<file path="src/design/nvmsf_pkg.sv">
package nvmsf_pkg;

	// ----------------------------------------
	// Register indices (byte address = index)
	// ----------------------------------------
	localparam logic [7:0] ADDR_FUSE0 = 8'h00;
	localparam logic [7:0] ADDR_FUSE1 = 8'h01;
	localparam logic [7:0] ADDR_FUSE2 = 8'h02;
	localparam logic [7:0] ADDR_FUSE4 = 8'h04;
	localparam logic [7:0] ADDR_NVM_INTERRUPT_CONTROL = 8'h10;
	localparam logic [7:0] ADDR_STATUS = 8'h11;
	localparam logic [7:0] ADDR_LOCK = 8'h12;
	localparam logic [7:0] ADDR_CMD = 8'h13;
	localparam logic [7:0] ADDR_EXEC = 8'h14;
	localparam logic [7:0] ADDR_DATA = 8'h15;
	localparam logic [7:0] ADDR_MAPLOAD = 8'h16;

	// ----------------------------------------
	// Reset values
	// ----------------------------------------
	localparam logic [7:0] RST_FUSE0 = 8'hff;
	localparam logic [7:0] RST_FUSE1 = 8'hff;
	localparam logic [7:0] RST_FUSE2 = 8'hff;
	localparam logic [7:0] RST_FUSE4 = 8'hfe;
	localparam logic [7:0] RST_LOCK = 8'hff;
	localparam logic [7:0] RST_ZERO = 8'h00;

	// ----------------------------------------
	// Field positions
	// ----------------------------------------
	localparam int SPM_LVL_HI = 3;
	localparam int SPM_LVL_LO = 2;
	localparam int EE_LVL_HI = 1;
	localparam int EE_LVL_LO = 0;
	localparam int ST_BUSY = 7;
	localparam int ST_FLASH_SECTION_BUSY_FLAG = 6;
	localparam int ST_EEPROM_BUFFER_LOADED_FLAG = 1;
	localparam int ST_FLASH_BUFFER_LOADED_FLAG = 0;
	localparam int F1_WIN_HI = 7;
	localparam int F1_WIN_LO = 4;
	localparam int F1_TMO_HI = 3;
	localparam int F1_TMO_LO = 0;
	localparam int F2_BOOT = 6;
	localparam int F2_BOD_HI = 1;
	localparam int F2_BOD_LO = 0;
	localparam int F4_RSTDIS = 4;
	localparam int F4_SUT_HI = 3;
	localparam int F4_SUT_LO = 2;
	localparam int F4_WATCHDOG_CONFIG_LOCK = 1;
	localparam int F4_TPEN = 0;
	localparam logic [7:0] NVM_INTERRUPT_CONTROL_MASK = 8'h0f;

	// ----------------------------------------
	// Commands (CMD register low bits)
	// ----------------------------------------
	localparam logic [6:0] CMD_NOP = 7'h00;
	localparam logic [6:0] CMD_EE_LOAD = 7'h33;
	localparam logic [6:0] CMD_EE_FLUSH = 7'h36;
	localparam logic [6:0] CMD_EE_WRITE = 7'h35;
	localparam logic [6:0] CMD_FL_LOAD = 7'h23;
	localparam logic [6:0] CMD_FL_FLUSH = 7'h26;
	localparam logic [6:0] CMD_APP_WRITE = 7'h24;
	localparam logic [6:0] CMD_BOOT_WRITE = 7'h2c;
	localparam logic [6:0] CMD_APP_ERASE = 7'h22;
	localparam logic [6:0] CMD_LOCK_WRITE = 7'h08;
	localparam logic [7:0] CCP_KEY = 8'hd8;
	localparam logic [2:0] CCP_WINDOW = 3'h4;

	// ----------------------------------------
	// Start-up delay in 1 kHz oscillator cycles
	// ----------------------------------------
	localparam logic [1:0] SUT_64 = 2'h0;
	localparam logic [1:0] SUT_4 = 2'h1;
	localparam logic [1:0] SUT_0 = 2'h3;
	localparam logic [6:0] SUT_CNT_64 = 7'h40;
	localparam logic [6:0] SUT_CNT_4 = 7'h04;
	localparam logic [6:0] SUT_CNT_0 = 7'h00;

	// ----------------------------------------
	// Types
	// ----------------------------------------
	typedef struct packed {
		logic [7:0] addr;
		logic [7:0] wdata;
		logic wr;
		logic rd;
	} nvmsf_bus_t;

	typedef struct packed {
		logic [7:0] user_ident;
		logic [3:0] window_period;
		logic [3:0] timeout_period;
		logic boot_vector_app;
		logic [1:0] brownout_sleep_mode;
		logic ext_reset_pin_disable;
		logic watchdog_config_lock;
		logic watchdog_auto_enable;
		logic test_port_enable;
	} nvmsf_cfg_t;

	typedef enum logic [2:0] {
		ST_LOAD = 3'b001,
		ST_WAIT = 3'b010,
		ST_RUN = 3'b100
	} nvmsf_state_t;

endpackage

</file>
<file path="src/design/nvmsf_top.sv">
`timescale 1ns/1ns
// Summary of operation
// - Interrupt control bits 3:2 enable self-program ready request and set its level.
// - Interrupt control bits 1:0 enable memory-ready request and set its level.
// - An enabled ready request stays asserted while the busy flag reads zero.
// - Status bit 7 sets when any programming starts, clears when it completes.
// - Status bit 6 sets during flash erase or write; application section is blocked.
// - Status bits 5:2 always read zero.
// - Status bit 1 sets on first EEPROM buffer byte, clears on write or flush.
// - Status bit 0 sets on flash buffer load, clears on page write or flush.
// - Lock bits are readable as a mirror of their stored value.
// - Fuse byte 0 is copied to the test port user identity at reset.
// - Fuse byte 1 bits 7:4 preset the watchdog window period.
// - Fuse byte 1 bits 3:0 preset the watchdog timeout period.
// - Fuse byte 2 bit 6 picks boot loader start (0) or address zero (1).
// - Fuse byte 2 bits 1:0 give brown-out mode in deep sleep.
// - Programmed fuse byte 4 bit 4 ignores the external reset pin.
// - Fuse byte 4 bits 3:2 select a 64, 4 or 0 cycle start-up delay.
// - Fuse byte 4 bit 1 zero locks watchdog and forces its enable at reset.
// - Fuse byte 4 bit 0 zero enables the test port, one refuses it.
// - Command execute starts the held command, only inside the protection window.
module nvmsf_top #(
	parameter int BUSY_CYCLES = 16
) (
	input wire logic i_clk,
	input wire logic i_rst_n,
	input wire logic [7:0] i_addr,
	input wire logic [7:0] i_wdata,
	input wire logic i_wr,
	input wire logic i_rd,
	input wire logic i_ccp_key_wr,
	input wire logic i_ulp_tick,
	input wire logic i_ext_reset_n,
	output logic [7:0] o_rdata,
	output logic [1:0] o_selfprog_irq_level,
	output logic [1:0] o_eeprom_irq_level,
	output logic o_flash_section_busy,
	output logic o_ext_reset,
	output logic o_internal_reset,
	output nvmsf_pkg::nvmsf_cfg_t o_cfg
);

	initial begin
		if (BUSY_CYCLES < 1 || BUSY_CYCLES > 255) begin
			$error("BUSY_CYCLES out of range");
		end
	end

	// ----------------------------------------
	// Registers and state
	// ----------------------------------------
	nvmsf_pkg::nvmsf_bus_t bus;
	nvmsf_pkg::nvmsf_state_t state;
	logic [7:0] fuse0;
	logic [7:0] fuse1;
	logic [7:0] fuse2;
	logic [7:0] fuse4;
	logic [7:0] lock_bits;
	logic [7:0] nvm_interrupt_control;
	logic [6:0] cmd;
	logic busy;
	logic flash_section_busy_flag;
	logic ee_loaded;
	logic fl_loaded;
	logic [7:0] busy_cnt;
	logic [6:0] cmd_run;
	logic [2:0] ccp_cnt;
	logic [6:0] sut_cnt;
	logic [7:0] next_rdata;

	assign bus = '{addr: i_addr, wdata: i_wdata, wr: i_wr, rd: i_rd};

	// ----------------------------------------
	// Address decode
	// ----------------------------------------
	wire wr_fuse0 = bus.wr && bus.addr == nvmsf_pkg::ADDR_FUSE0;
	wire wr_fuse1 = bus.wr && bus.addr == nvmsf_pkg::ADDR_FUSE1;
	wire wr_fuse2 = bus.wr && bus.addr == nvmsf_pkg::ADDR_FUSE2;
	wire wr_fuse4 = bus.wr && bus.addr == nvmsf_pkg::ADDR_FUSE4;
	wire wr_nvm_interrupt_control = bus.wr && bus.addr == nvmsf_pkg::ADDR_NVM_INTERRUPT_CONTROL;
	wire wr_cmd = bus.wr && bus.addr == nvmsf_pkg::ADDR_CMD;
	wire wr_exec = bus.wr && bus.addr == nvmsf_pkg::ADDR_EXEC;
	wire wr_data = bus.wr && bus.addr == nvmsf_pkg::ADDR_DATA;
	wire wr_mapload = bus.wr && bus.addr == nvmsf_pkg::ADDR_MAPLOAD;
	wire ccp_open = ccp_cnt != 3'h0;

	wire exec_go = wr_exec && bus.wdata[0] && ccp_open && !busy && state == nvmsf_pkg::ST_RUN;

	// Command kinds
	wire is_ee_write = cmd == nvmsf_pkg::CMD_EE_WRITE;
	wire is_app_write = cmd == nvmsf_pkg::CMD_APP_WRITE;
	wire is_boot_write = cmd == nvmsf_pkg::CMD_BOOT_WRITE;
	wire is_app_erase = cmd == nvmsf_pkg::CMD_APP_ERASE;
	wire is_lock_write = cmd == nvmsf_pkg::CMD_LOCK_WRITE;
	wire is_prog = is_ee_write || is_app_write || is_boot_write || is_app_erase || is_lock_write;
	wire is_flash_op = is_app_write || is_boot_write || is_app_erase;
	wire start_prog = exec_go && is_prog;
	wire done = busy && busy_cnt == 8'h01;

	// buffer load set and clear terms
	wire ee_load_set = (wr_data && cmd == nvmsf_pkg::CMD_EE_LOAD) || wr_mapload;
	wire ee_load_clr = (exec_go && is_ee_write) || (exec_go && cmd == nvmsf_pkg::CMD_EE_FLUSH);
	// flash buffer set and clear terms
	wire fl_load_set = wr_data && cmd == nvmsf_pkg::CMD_FL_LOAD;
	wire fl_load_clr = (exec_go && (is_app_write || is_boot_write)) || (exec_go && cmd == nvmsf_pkg::CMD_FL_FLUSH);

	// ----------------------------------------
	// Start-up delay
	// ----------------------------------------
	logic [6:0] sut_load;
	assign sut_load = fuse4[nvmsf_pkg::F4_SUT_HI:nvmsf_pkg::F4_SUT_LO] == nvmsf_pkg::SUT_64 ? nvmsf_pkg::SUT_CNT_64 :
		fuse4[nvmsf_pkg::F4_SUT_HI:nvmsf_pkg::F4_SUT_LO] == nvmsf_pkg::SUT_4 ? nvmsf_pkg::SUT_CNT_4 :
		nvmsf_pkg::SUT_CNT_0;

	// Sequence fuse copy, delay, then run
	always_ff @(posedge i_clk or negedge i_rst_n) begin
		if (!i_rst_n) begin
			state <= nvmsf_pkg::ST_LOAD;
			sut_cnt <= 7'h00;
		end else begin
			case (state)
				nvmsf_pkg::ST_LOAD: begin
					state <= nvmsf_pkg::ST_WAIT;
					sut_cnt <= sut_load;
				end
				nvmsf_pkg::ST_WAIT: begin
					if (sut_cnt == 7'h00) begin
						state <= nvmsf_pkg::ST_RUN;
					end else if (i_ulp_tick) begin
						sut_cnt <= sut_cnt - 7'h01;
					end
				end
				nvmsf_pkg::ST_RUN: begin
					state <= nvmsf_pkg::ST_RUN;
				end
				default: begin
					state <= nvmsf_pkg::ST_LOAD;
				end
			endcase
		end
	end

	// ----------------------------------------
	// Fuse and lock storage
	// ----------------------------------------
	// erased fuses read one
	always_ff @(posedge i_clk or negedge i_rst_n) begin
		if (!i_rst_n) begin
			fuse0 <= nvmsf_pkg::RST_FUSE0;
			fuse1 <= nvmsf_pkg::RST_FUSE1;
			fuse2 <= nvmsf_pkg::RST_FUSE2;
			fuse4 <= nvmsf_pkg::RST_FUSE4;
			lock_bits <= nvmsf_pkg::RST_LOCK;
		end else begin
			if (wr_fuse0) fuse0 <= bus.wdata;
			if (wr_fuse1) fuse1 <= bus.wdata;
			if (wr_fuse2) fuse2 <= bus.wdata;
			if (wr_fuse4) fuse4 <= bus.wdata;
			if (done && cmd_run == nvmsf_pkg::CMD_LOCK_WRITE) lock_bits <= lock_bits & bus.wdata;
		end
	end

	// Copies into other units, taken only while loading
	always_ff @(posedge i_clk or negedge i_rst_n) begin
		if (!i_rst_n) begin
			o_cfg <= '1;
		end else if (state == nvmsf_pkg::ST_LOAD) begin
			o_cfg.user_ident <= fuse0;
			o_cfg.window_period <= fuse1[nvmsf_pkg::F1_WIN_HI:nvmsf_pkg::F1_WIN_LO];
			o_cfg.timeout_period <= fuse1[nvmsf_pkg::F1_TMO_HI:nvmsf_pkg::F1_TMO_LO];
			o_cfg.boot_vector_app <= fuse2[nvmsf_pkg::F2_BOOT];
			o_cfg.brownout_sleep_mode <= fuse2[nvmsf_pkg::F2_BOD_HI:nvmsf_pkg::F2_BOD_LO];
			o_cfg.ext_reset_pin_disable <= !fuse4[nvmsf_pkg::F4_RSTDIS];
			o_cfg.watchdog_config_lock <= !fuse4[nvmsf_pkg::F4_WATCHDOG_CONFIG_LOCK];
			o_cfg.watchdog_auto_enable <= !fuse4[nvmsf_pkg::F4_WATCHDOG_CONFIG_LOCK];
			o_cfg.test_port_enable <= !fuse4[nvmsf_pkg::F4_TPEN];
		end
	end

	// ----------------------------------------
	// Control registers
	// ----------------------------------------
	// level fields stored
	always_ff @(posedge i_clk or negedge i_rst_n) begin
		if (!i_rst_n) begin
			nvm_interrupt_control <= nvmsf_pkg::RST_ZERO;
			cmd <= nvmsf_pkg::CMD_NOP;
			ccp_cnt <= 3'h0;
		end else begin
			if (wr_nvm_interrupt_control) nvm_interrupt_control <= bus.wdata & nvmsf_pkg::NVM_INTERRUPT_CONTROL_MASK;
			if (wr_cmd) cmd <= bus.wdata[6:0];
			if (i_ccp_key_wr) ccp_cnt <= nvmsf_pkg::CCP_WINDOW;
			else if (ccp_open) ccp_cnt <= ccp_cnt - 3'h1;
		end
	end

	// ----------------------------------------
	// Busy tracking
	// ----------------------------------------
	// busy set and clear
	always_ff @(posedge i_clk or negedge i_rst_n) begin
		if (!i_rst_n) begin
			busy <= 1'b0;
			flash_section_busy_flag <= 1'b0;
			busy_cnt <= 8'h00;
			cmd_run <= nvmsf_pkg::CMD_NOP;
		end else if (start_prog) begin
			busy <= 1'b1;
			flash_section_busy_flag <= is_flash_op;
			busy_cnt <= 8'(BUSY_CYCLES);
			cmd_run <= cmd;
		end else if (busy) begin
			busy_cnt <= busy_cnt - 8'h01;
			if (done) begin
				busy <= 1'b0;
				flash_section_busy_flag <= 1'b0;
			end
		end
	end

	always_ff @(posedge i_clk or negedge i_rst_n) begin
		if (!i_rst_n) begin
			ee_loaded <= 1'b0;
			fl_loaded <= 1'b0;
		end else begin
			if (ee_load_set) ee_loaded <= 1'b1;
			else if (ee_load_clr) ee_loaded <= 1'b0;
			if (fl_load_set) fl_loaded <= 1'b1;
			else if (fl_load_clr) fl_loaded <= 1'b0;
		end
	end

	// ----------------------------------------
	// Read path
	// ----------------------------------------
	logic [7:0] status;
	assign status = {busy, flash_section_busy_flag, 4'h0, ee_loaded, fl_loaded};
	assign next_rdata = !bus.rd ? 8'h00 :
		bus.addr == nvmsf_pkg::ADDR_FUSE0 ? fuse0 :
		bus.addr == nvmsf_pkg::ADDR_FUSE1 ? fuse1 :
		bus.addr == nvmsf_pkg::ADDR_FUSE2 ? fuse2 :
		bus.addr == nvmsf_pkg::ADDR_FUSE4 ? fuse4 :
		bus.addr == nvmsf_pkg::ADDR_NVM_INTERRUPT_CONTROL ? nvm_interrupt_control :
		bus.addr == nvmsf_pkg::ADDR_STATUS ? status :
		bus.addr == nvmsf_pkg::ADDR_LOCK ? lock_bits :
		bus.addr == nvmsf_pkg::ADDR_CMD ? {1'b0, cmd} : 8'h00;

	// Read data one cycle later
	always_ff @(posedge i_clk or negedge i_rst_n) begin
		if (!i_rst_n) begin
			o_rdata <= 8'h00;
		end else begin
			o_rdata <= next_rdata;
		end
	end

	// ----------------------------------------
	// Requests and resets
	// ----------------------------------------
	// level requests while idle
	assign o_selfprog_irq_level = busy ? 2'h0 : nvm_interrupt_control[nvmsf_pkg::SPM_LVL_HI:nvmsf_pkg::SPM_LVL_LO];
	assign o_eeprom_irq_level = busy ? 2'h0 : nvm_interrupt_control[nvmsf_pkg::EE_LVL_HI:nvmsf_pkg::EE_LVL_LO];
	assign o_flash_section_busy = flash_section_busy_flag;
	assign o_ext_reset = !i_ext_reset_n && !o_cfg.ext_reset_pin_disable;
	// internal reset held until copies and start-up delay done
	assign o_internal_reset = state != nvmsf_pkg::ST_RUN;

	// ----------------------------------------
	// Checks
	// ----------------------------------------
	irq_follow_a: assert property (@(posedge i_clk) disable iff (!i_rst_n)
		busy |-> o_eeprom_irq_level == 2'h0 && o_selfprog_irq_level == 2'h0)
		else $error("ready request while busy");
	irq_level_a: assert property (@(posedge i_clk) disable iff (!i_rst_n)
		!busy |-> o_selfprog_irq_level == nvm_interrupt_control[3:2])
		else $error("self-program level wrong");
	ee_level_a: assert property (@(posedge i_clk) disable iff (!i_rst_n)
		!busy |-> o_eeprom_irq_level == nvm_interrupt_control[1:0])
		else $error("eeprom level wrong");
	busy_start_a: assert property (@(posedge i_clk) disable iff (!i_rst_n)
		start_prog |=> busy [*1] ##(BUSY_CYCLES) !busy)
		else $error("busy length wrong");
	flash_section_busy_flag_sub_a: assert property (@(posedge i_clk) disable iff (!i_rst_n)
		flash_section_busy_flag |-> busy)
		else $error("flash busy without busy");
	status_zero_a: assert property (@(posedge i_clk) disable iff (!i_rst_n)
		$past(bus.rd && bus.addr == nvmsf_pkg::ADDR_STATUS) |-> o_rdata[5:2] == 4'h0)
		else $error("reserved status nonzero");
	ee_set_a: assert property (@(posedge i_clk) disable iff (!i_rst_n)
		ee_load_set |=> ee_loaded)
		else $error("eeprom load flag missed");
	fl_clr_a: assert property (@(posedge i_clk) disable iff (!i_rst_n)
		fl_load_clr && !fl_load_set |=> !fl_loaded)
		else $error("flash load flag stuck");
	lock_read_a: assert property (@(posedge i_clk) disable iff (!i_rst_n)
		bus.rd && bus.addr == nvmsf_pkg::ADDR_LOCK |=> o_rdata == $past(lock_bits))
		else $error("lock mirror wrong");
	exec_guard_a: assert property (@(posedge i_clk) disable iff (!i_rst_n)
		start_prog |-> ccp_cnt != 3'h0)
		else $error("execute outside protection window");
	copy_before_a: assert property (@(posedge i_clk) disable iff (!i_rst_n)
		state == nvmsf_pkg::ST_LOAD |=> o_cfg.user_ident == $past(fuse0) && o_internal_reset)
		else $error("fuse copy late");

endmodule

</file>
<file path="config.mk">
export PLATFORM = sky130hd
export DESIGN_NAME = nvmsf_top
export DESIGN_NICKNAME = d
export VERILOG_FILES = /design/src/design/nvmsf_pkg.sv /design/src/design/nvmsf_top.sv
export SDC_FILE = /design/constraint.sdc
export NUM_CORES = 1
export LEC_CHECK = 0
export BUFFER_PORTS_ARGS = -buffer_cell sky130_fd_sc_hd__buf_4
export CORE_AREA = 2 2 101 103
export CTS_CLUSTER_DIAMETER = 60
export CTS_CLUSTER_SIZE = 28
export DETAILED_ROUTE_END_ITERATION = 16
export DIE_AREA = 0 0 103 105
export PLACE_DENSITY_LB_ADDON = 0.12
export SLEW_MARGIN = 30
export SYNTH_ARGS = -nofsm -noshare
export SYNTH_HDL_FRONTEND = slang
export SYNTH_SLANG_ARGS = --single-unit
</file>
<file path="constraint.sdc">
create_clock -name i_clk -period 2.5 [get_ports i_clk]
set_input_delay 0.5 -clock i_clk [delete_from_list [all_inputs] [get_ports i_clk]]
set_output_delay 0.5 -clock i_clk [all_outputs]
set_load 0.005 [all_outputs]
</file>
# Word level (Yosys, flattened, before mapping)
# Index checks and enable logic that the tools add are counted.
[totals] out_inout_bits=38 inputBits=23 elab_cells=140 ff_bits=113
[op_classes] n_mux=32 bitwise_logic=1 n_eq_ne=29 n_addsub=3 n_reduce_logical=50
[op_table] operator="8-bit two-way mux" n=10
[op_table] operator="7-bit by 6-bit == test with 1-bit output (second input constant)" n=8
[op_table] operator="8-bit by 5-bit == test with 1-bit output (second input constant)" n=7
[op_table] operator="7-bit two-way mux" n=4
[op_table] operator="1-bit logical AND" n=23
[op_table] operator="8-bit by 1-bit == test with 1-bit output (second input constant)" n=2
[op_table] operator="7-bit by 4-bit == test with 1-bit output (second input constant)" n=2
[op_table] operator="7-bit case mux with 2 select lines" n=1
[op_table] operator="3-bit two-way mux" n=4
[op_table] operator="2-bit nonzero test" n=6
[op_table] operator="1-bit two-way mux" n=10
[op_table] operator="1-bit logical OR" n=9
[op_table] operator="3-bit case mux with 3 select lines" n=1
[op_table] operator="8-bit bitwise AND" n=1
[op_table] operator="8-bit by 2-bit == test with 1-bit output (second input constant)" n=1
[op_table] operator="8-bit by 3-bit == test with 1-bit output (second input constant)" n=1
[op_table] operator="8-bit logical NOT" n=1
[op_table] operator="8-bit by 1-bit subtractor with 8-bit output (second input constant)" n=1
[op_table] operator="7-bit logical NOT" n=1
[op_table] operator="7-bit by 1-bit subtractor with 7-bit output (second input constant)" n=1
[op_table] operator="1-bit logical NOT" n=6
[op_table] operator="2-bit != test (second input constant)" n=3
[op_table] operator="2-bit two-way mux" n=2
[op_table] operator="3-bit by 1-bit == test with 1-bit output (second input constant)" n=1
[op_table] operator="other kinds (9)" n=9

# Longest topological paths before layout
# Gate-level depths: netlist of the first run.
[logic_depth] ltp_word=10 ltp_mapped=7 depth_no_buf=7

# Worst setup path after synthesis of the first run
# OpenSTA, ideal clock, no wires.
[synth_timing] path_type="input to register" start="in i_addr[7]" end="reg cmd_run[0]" t_arrival_ns=1.985 stages=4 path_buffers=0 required_ns=2.375 slack_ns=0.390 setup_time_ns=0.125 path_cell_list="nor4b_4 > nand4b_2 > a2111oi_4 > mux2_2"
[synth_between] elab_chain_cells=7
[synth_rtl] item="from (decl)" line_no="nvmsf_top.sv:27" source="input wire logic [7:0] i_addr,"
[synth_rtl] item="8-bit by 5-bit == test with 1-bit output" line_no="nvmsf_top.sv:82" source="wire wr_exec = bus.wr && bus.addr == nvmsf_pkg::ADDR_EXEC;"
[synth_rtl] item="1-bit logical AND" line_no="nvmsf_top.sv:82"
[synth_rtl] item="1-bit logical AND (4 in series)" line_no="nvmsf_top.sv:87" source="wire exec_go = wr_exec && bus.wdata[0] && ccp_open && !busy && state == nvmsf_pkg::ST_RUN;"
[synth_rtl] item="1-bit logical AND" line_no="nvmsf_top.sv:97" source="wire start_prog = exec_go && is_prog;"
[synth_rtl] item="to (signal assigned)" line_no="nvmsf_top.sv:206" source="cmd_run <= nvmsf_pkg::CMD_NOP;"
[synth_rtl] item="to (signal assigned)" line_no="nvmsf_top.sv:211" source="cmd_run <= cmd;"
[synth_rtl] item="to (decl)" line_no="nvmsf_top.sv:66" source="logic [6:0] cmd_run;"
# No other way between the ends.
# A chain may end at the register's enable or synchronous reset.

# Worst setup path in the final report of the first run
[layout_timing] start="reg cmd[0]" end="reg cmd_run[1]"
[layout_between] elab_chain_cells=6 elab_cells_between_ends=10 cone_classes="5 x eq/ne; 5 x reduce/logical"
[layout_rtl] item="from (decl)" line_no="nvmsf_top.sv:60" source="logic [6:0] cmd;"
[layout_rtl] item="from (signal assigned)" line_no="nvmsf_top.sv:187" source="cmd <= nvmsf_pkg::CMD_NOP;"
[layout_rtl] item="from (signal assigned)" line_no="nvmsf_top.sv:191" source="if (wr_cmd) cmd <= bus.wdata[6:0];"
[layout_rtl] item="7-bit by 6-bit == test with 1-bit output (on tied branches)" line_no="nvmsf_top.sv:90, nvmsf_top.sv:91"
[layout_rtl] item="1-bit logical OR (3 in series)" line_no="nvmsf_top.sv:95" source="wire is_prog = is_ee_write || is_app_write || is_boot_write || is_app_erase || is_lock_write;"
[layout_rtl] item="1-bit logical OR (*)" line_no="nvmsf_top.sv:95"
[layout_rtl] item="1-bit logical AND (*)" line_no="nvmsf_top.sv:97"
# Every way passes the cells marked *; elsewhere a longest branch is shown, timed or not.

==> impl_metrics.ini, run 1 <==
[floorplan]
rows = 36
core_area_um2 = 9640
start_util_pct = 55.7
die_h_um = 105
die_x_um = 103
die-area_um2 = 10800
io_pins = 61

[logic_synthesis]
synth_top_area_share_pct = 30.3
synthMuxAreaShare_pct = 13.1
synth_compound_area_share_pct = 9.74
synth_top_family_by_area = simple AND/OR/NAND/NOR gates
yosys_warnings = 0
ys.flop_type = dfstp_2
synthArstFlopShare_pct = 100
yosys.area_share.simple_pct = 17.4
synth-seq-area-share_pct = 54.1
synth_fp_nets = 517
ys_ff_latch = 113
synth_area_leader_cell = dfstp_2
synth_fa_ha_area_share_pct = 1.40
synthDistinctLibCells = 55
synth-edff-count = 0
synth_area_leaders = dfstp_2 30%, dfrtp_1 24%, mux2_2 12%
ys_top_cells_by_count = 80 x nand2_1, 62 x dfstp_2, 55 x mux2_2
synth_area_um2 = 5370
syn_area_per_cell_um2 = 11.0
synth_most_common_cell = nand2_1
yosys.area_share.xor_xnor_pct = 1.79
netlist_instances = 488

[clock_network]
clockRootBuffer = clkbuf_8
htree_levels = 4
cts.repair.resized = 0
cts.sinks = 113
cts_buffer_depth = 2
cts_hold_buffers = 0
clock_latency_ns = 0.51
clkTransAtPathRegs_ns = 0.05
numCtsBuffers = 17
post_cts_buffers = 0
cts_tree = yes

[sta]
setup_tns_ns = 0
maxSlewHeadroom_pct = 57.3
fin_crit_sh_pct = 89.0
worst_pin_slew_ns = 0.631
finClkSkew_ns = 0.00701
finalSetupViolations = 0
slew_violations = 0
hold_viol = 0
final.setup.worst_slack_ns = 0.276
max_clock_freq_mhz = 450
rsz0062_at_grt = no
period_needed_ns = 2.22

[placement]
routabilityCongestion = 0.879
port_buffers = 60
dp_hpwl_um = 8410
place_inst = 678
detailed_place.area_um2 = 6040
dp_slack_ns = 0.179

[final_layout]
multiInputGateArea_um2 = 2340
area_growth_pct = 22.6
fill_cells = 759
fin_cells = 710
diodes = 0
finish.instance_area_um2 = 6580
final_layout_size_suffix_gt1_share_pct = 40.2
nets = 593
regArea_um2 = 2910

[power]
vdd_ir_drop_max_mv = 0.731
p_total_mw = 5.54
power_density_nw_per_um2 = 841
p_leak_nw = 2.95

[route]
wirelength_um = 12300
drt-wirelength-per-cell_um = 17.3
drc_errors = 0
avgViaCountPerCell = 5.64
drtIter0Drc = 286
ant_nets = 0
num_vias = 4001
firstDrtPassIters = 6

[critical_path]
start_kind = flip-flop
rr_endpoint = cmd_run[1]
crit_fanout = 17
setup.worst_path.end_class = flip-flop
reg2reg_slack_ns = 0.28
cp.arrival_ns = 2.62
worstSetupPathType = flip-flop to flip-flop
r2r_cells = 6
worstPathRequired_ns = 2.89
r2r_start = cmd[0]

[global_route]
antenna_found_initial = 0
grtUsageTotal_pct = 24.7
first_global_vias = 3948
grt_pass1_wl_um = 20300
grt_max_degree = 114
gr-total-overflow = 0

[job]
drv_cap = 0

[status]
status = finished, final reports clean

[worst_hold_path]
holdCritPathClass = input pin to async pin
-- per-stage QoR --
stage	util (%)	hold slack, ns
detailed placement	62.7	0.449
finish	68.3	0.0323
floorplan	-	0.204
CTS	68.3	0.0786
global route	68.3	0.0936
global placement	62.7	0.445
-- worst max-delay path, cell delays in order (launching register included) --
cell	delay (ns)
dfrtp_1	0.48
nor2_1	0.24
nand3_1	0.12
a211o_1	0.35
a2111oi_4	0.28
buf_4	0.28
mux2_2	0.36
-- sequential cells by signal, indices dropped and copies added, names as in the netlist, 3 cells and up --
| name | cells |
|---|---|
| lock_bits | 8 |
| nvm_interrupt_control | 4 |
| cmd_run | 7 |
| sut_cnt | 7 |
| o_cfg | 22 |
| state | 3 |
| ccp_cnt | 3 |
| fuse4 | 8 |
| cmd | 7 |
| o_rdata | 8 |
| busy_cnt | 8 |
| fuse1 | 8 |
| fuse2 | 8 |
| fuse0 | 8 |
-- worst max-delay path by stage --
| stage | startpoint | endpoint | slack [ns] |
|---|---|---|---|
| after global routing | cmd[0] | cmd_run[1] | 0.19 |
| final | cmd[0] | cmd_run[1] | 0.28 |
| after detailed placement | i_addr[7] | fuse1[6] | 0.18 |
| after global placement | i_addr[7] | fuse1[1] | 0.22 |
| after floorplan | i_addr[7] | cmd_run[0] | 0.39 |
| after CTS | state[2] | o_internal_reset | 0.26 |
-- final cells by class --
cell class	instances	area share (%)
Multi-Input combinational cell	344	35.5
Inverter	12	0.684
Sequential cell	113	44.1
Clock inverter	5	0.798
Tap cell	133	2.53
Timing Repair Buffer	76	8.86
Clock buffer	27	7.47
-- cell usage in the layout (no fill, tap or decap), types with 7 or more instances in the layout --
master / Yosys / final
mux2_2: 55 / 55
clkbuf_16: 0 / 16
xnor2_1: 7 / 7
o21a_1: 10 / 10
a21oi_1: 19 / 19
o22ai_1: 10 / 10
dfstp_2: 62 / 62
dfrtp_1: 51 / 51
o21ai_0: 19 / 19
nand2_1: 80 / 80
and3_1: 7 / 7
nor2_1: 32 / 32
nand3_1: 7 / 7
inv_1: 12 / 12
nor2b_1: 10 / 10
nand2b_1: 10 / 10
buf_4: 1 / 75
-- logic make-up after synthesis --
| family | after synthesis |
|---|---|
| AOI/OAI and AO/OA | 80 |
| and+or+nand+nor | 186 |
| muxes | 61 |
| buffers and inverters | 31 |
| adders and majority gates | 6 |
| DFF | 113 |
| xor gates and xnor gates | 11 |
-- where the power goes --
group	switching [mW]	internal, mW
registers	0.170	2.14
clock network	0.766	1.42
logic	0.591	0.454
total	1.53	4.01
-- metal layers --
layer,global-route usage [%],routed length [um]
met3,5.82,646
met1,34.2,5610
met4,9.68,228
met2,37.6,5830
met5,0,0
Note: power is estimated with default switching activity, not from simulation.
==> inputs of run 2 (changes only) <==
--- a/config.mk
+++ b/config.mk
@@ -6,11 +6,11 @@
 export NUM_CORES = 1
 export LEC_CHECK = 0
 export BUFFER_PORTS_ARGS = -buffer_cell sky130_fd_sc_hd__buf_4
-export CORE_AREA = 2 2 101 103
+export CORE_AREA = 2 2 104 106
 export CTS_CLUSTER_DIAMETER = 60
 export CTS_CLUSTER_SIZE = 28
 export DETAILED_ROUTE_END_ITERATION = 16
-export DIE_AREA = 0 0 103 105
+export DIE_AREA = 0 0 106 108
 export PLACE_DENSITY_LB_ADDON = 0.12
 export SLEW_MARGIN = 30
 export SYNTH_ARGS = -nofsm -noshare
==> constraint.sdc (replaced) <==
create_clock -name i_clk -period 1.9 [get_ports i_clk]
set_input_delay 0.38 -clock i_clk [delete_from_list [all_inputs] [get_ports i_clk]]
set_output_delay 0.38 -clock i_clk [all_outputs]
set_load 0.1 [all_outputs]
==> run 2 against run 1 <==
  * The flow now finishes with violations (setup timing)
  * Setup slack lost 0.41 ns
  * Die area grew 5.9%
  * Core utilization grew 2.1 points
  * Wire length grew 8.2%
  * Cell count grew 7.0%
  * Non-clock buffer count grew 47
  * Sequential cell count is the same
  * First-iteration DRC count shrank 17%
  * Maximum frequency grew 9.1%
  * Sequential power grew 31%
  * Clock power grew 54%
  * Critical endpoint is now cmd_run[5]
  * Largest power group is now clock
==> impl_metrics.ini, run 2 (synthesis results as in run 1) <==
[status]
status = complete, but fails checks
violations = setup timing

[global_route]
grt_pass1_wl_um = 21500
antenna_found_initial = 0
gr-total-overflow = 0
grt_max_degree = 39
grtUsageTotal_pct = 24.7
first_global_vias = 4170

[critical_path]
critPathSlowestCell = a2111oi_4
worstPathCellList = inv_1 -> ha_1 -> nand2b_1 -> nand4b_1 -> a2111oi_4 -> buf_12 -> mux2_4
cpPeakStageDelay_ns = 0.41
reg2reg_slack_ns = -0.14
start_kind = flip-flop
r2r_cells = 7
crit_fanout = 12
setup.worst_path.end_class = flip-flop
worstPathRequired_ns = 2.29
cp.arrival_ns = 2.43
worstSetupPathType = flip-flop to flip-flop
r2r_start = ccp_cnt[0]
rr_endpoint = cmd_run[5]

[worst_hold_path]
holdCritPathClass = input pin to flip-flop
min_from = i_ccp_key_wr
holdPathStages = 2
hold_end = ccp_cnt[0]

[power]
vdd_ir_drop_max_mv = 0.836
p_leak_nw = 3.25
p_int_mw = 5.87
swShare_pct = 36.1
p_comb_share_pct = 30.6
p_sw_mw = 3.31
p_seq_share_pct = 32.9
clkPwrFrac_pct = 36.5
power_density_nw_per_um2 = 1280

[route]
wirelength_um = 13300
drt-wirelength-per-cell_um = 17.5
ant_nets = 0
drtIter0Drc = 237
drc_errors = 0
num_vias = 4156
avgViaCountPerCell = 5.47
firstDrtPassIters = 4

[floorplan]
core_area_um2 = 10200
die-area_um2 = 11400
die_x_um = 106
die_h_um = 108
start_util_pct = 52.5
rows = 37
io_pins = 61

[final_layout]
fill_cells = 756
layout_commonest_cell = buf_4
fin_cells = 760
top_register = o_cfg
diodes = 0
largest_register_ff_count = 22
final_layout_size_suffix_gt1_share_pct = 48.2
mostFrequentLayoutCells = 111 x buf_4, 80 x nand2_1, 62 x dfstp_2
area_growth_pct = 34.2
nets = 640
postLayoutCoreUtil_pct = 70.4

[clock_network]
cts_buffer_depth = 2
clock_latency_ns = 0.52
clockRootBuffer = clkbuf_8
cts_tree = yes
clkTransAtPathRegs_ns = 0.06
cts.sinks = 113
numCtsBuffers = 17
htree_levels = 4

[sta]
finalSetupViolations = 12
fin_crit_sh_pct = 107
rsz0062_at_grt = yes
max_clock_freq_mhz = 491
period_needed_ns = 2.04
finClkSkew_ns = 0.00996
final.setup.worst_slack_ns = -0.138
maxSlewHeadroom_pct = 72.6
hold_viol = 0
slew_violations = 0
worst_pin_slew_ns = 0.410

[placement]
dp_hpwl_um = 9270
dp_slack_ns = -0.209
routabilityCongestion = 0.842
port_buffers = 60
place_inst = 719

[job]
drv_cap = 0
==> run 2: changes by cell type in the layout (fill, tap and decap cells not counted), sizes merged <==
cell,delta
dlygate4sd3,+1
bufinv,+3
clkinvlp,+4
inv,+1
clkinv,-1
buf,+46
clkbuf,-7
==> run 2: what timing repair did <==
| item | CTS | global route |
|---|---|---|
| resized for setup | 11 | 17 |
| pin swaps | 1 | 5 |
| endpoints found under the hold margin | 19 | 0 |
| buffers inserted | 3 | 5 |
| hold buffers | 1 | 0 |
| setup endpoints to repair | 16 | 23 |
==> run 2: cell type report <==
class                           count  area (um2)  area share [%]
Multi-Input combinational cell    344        2420            33.5
Clock buffer                       20         455            6.32
Inverter                           12        45.0           0.625
Sequential cell                   113        2910            40.4
Timing Repair Buffer              123        1030            14.3
Tap cell                          136         170            2.36
Clock inverter                     12         180            2.50
==> run 2: how the worst max path moves through the flow <==
| stage | cells past startpoint | endpoint | startpoint | slack (ns) |
|---|---|---|---|---|
| 4_1_cts | 6 | cmd_run[5] | cmd[3] | -0.17 |
| 3_3_place_gp | 6 | o_rdata[6] | i_addr[7] | -0.17 |
| 5_1_grt | 6 | cmd_run[5] | cmd[3] | -0.21 |
| 6_report | 7 | cmd_run[5] | ccp_cnt[0] | -0.14 |
| 2_1_floorplan | 2 | o_eeprom_irq_level[0] | busy | -0.43 |
| 3_5_place_dp | 6 | o_rdata[5] | i_addr[7] | -0.21 |
==> run 2: through the flow <==
step                hold WS (ns)  total power [mW]  area (um2)  TNS, ns
global placement           0.341              5.66        6410    -4.25
global route              0.0214              9.57        7200    -1.91
floorplan                 0.0844              4.99        5400    -3.90
detailed placement         0.341              5.73        6410    -5.47
CTS                       0.0157              9.20        7120    -1.38
finish                    0.0347              9.19        7200   -0.940
==> run 2: power by group through the flow <==
stage / Combinational [mW] / Sequential [mW] / Clock, mW
floorplan: 1.01 / 3.98 / 0
CTS: 2.79 / 3.02 / 3.40
finish: 2.81 / 3.02 / 3.35
detailed placement: 2.66 / 3.07 / 0
global placement: 2.61 / 3.05 / 0
global route: 3.02 / 3.06 / 3.50
==> run 2: metal layers <==
layer / share of wire, % / routed length [um] / GRT usage [%]
met5: 0 / 0 / 0
met4: 1.4 / 187 / 7.71
met3: 5.4 / 720 / 6.15
met2: 49 / 6540 / 39.9
met1: 44 / 5870 / 33.3
==> run 2: worst max-delay path, delay by kind of cell (launching register included) <==
| family | cells | cell delay, ns |
|---|---|---|
| compound gates | 1 | 0.41 |
| fa+ha+maj | 1 | 0.22 |
| buf+inv | 2 | 0.25 |
| flops | 1 | 0.34 |
| mux | 1 | 0.31 |
| simple gates | 2 | 0.39 |
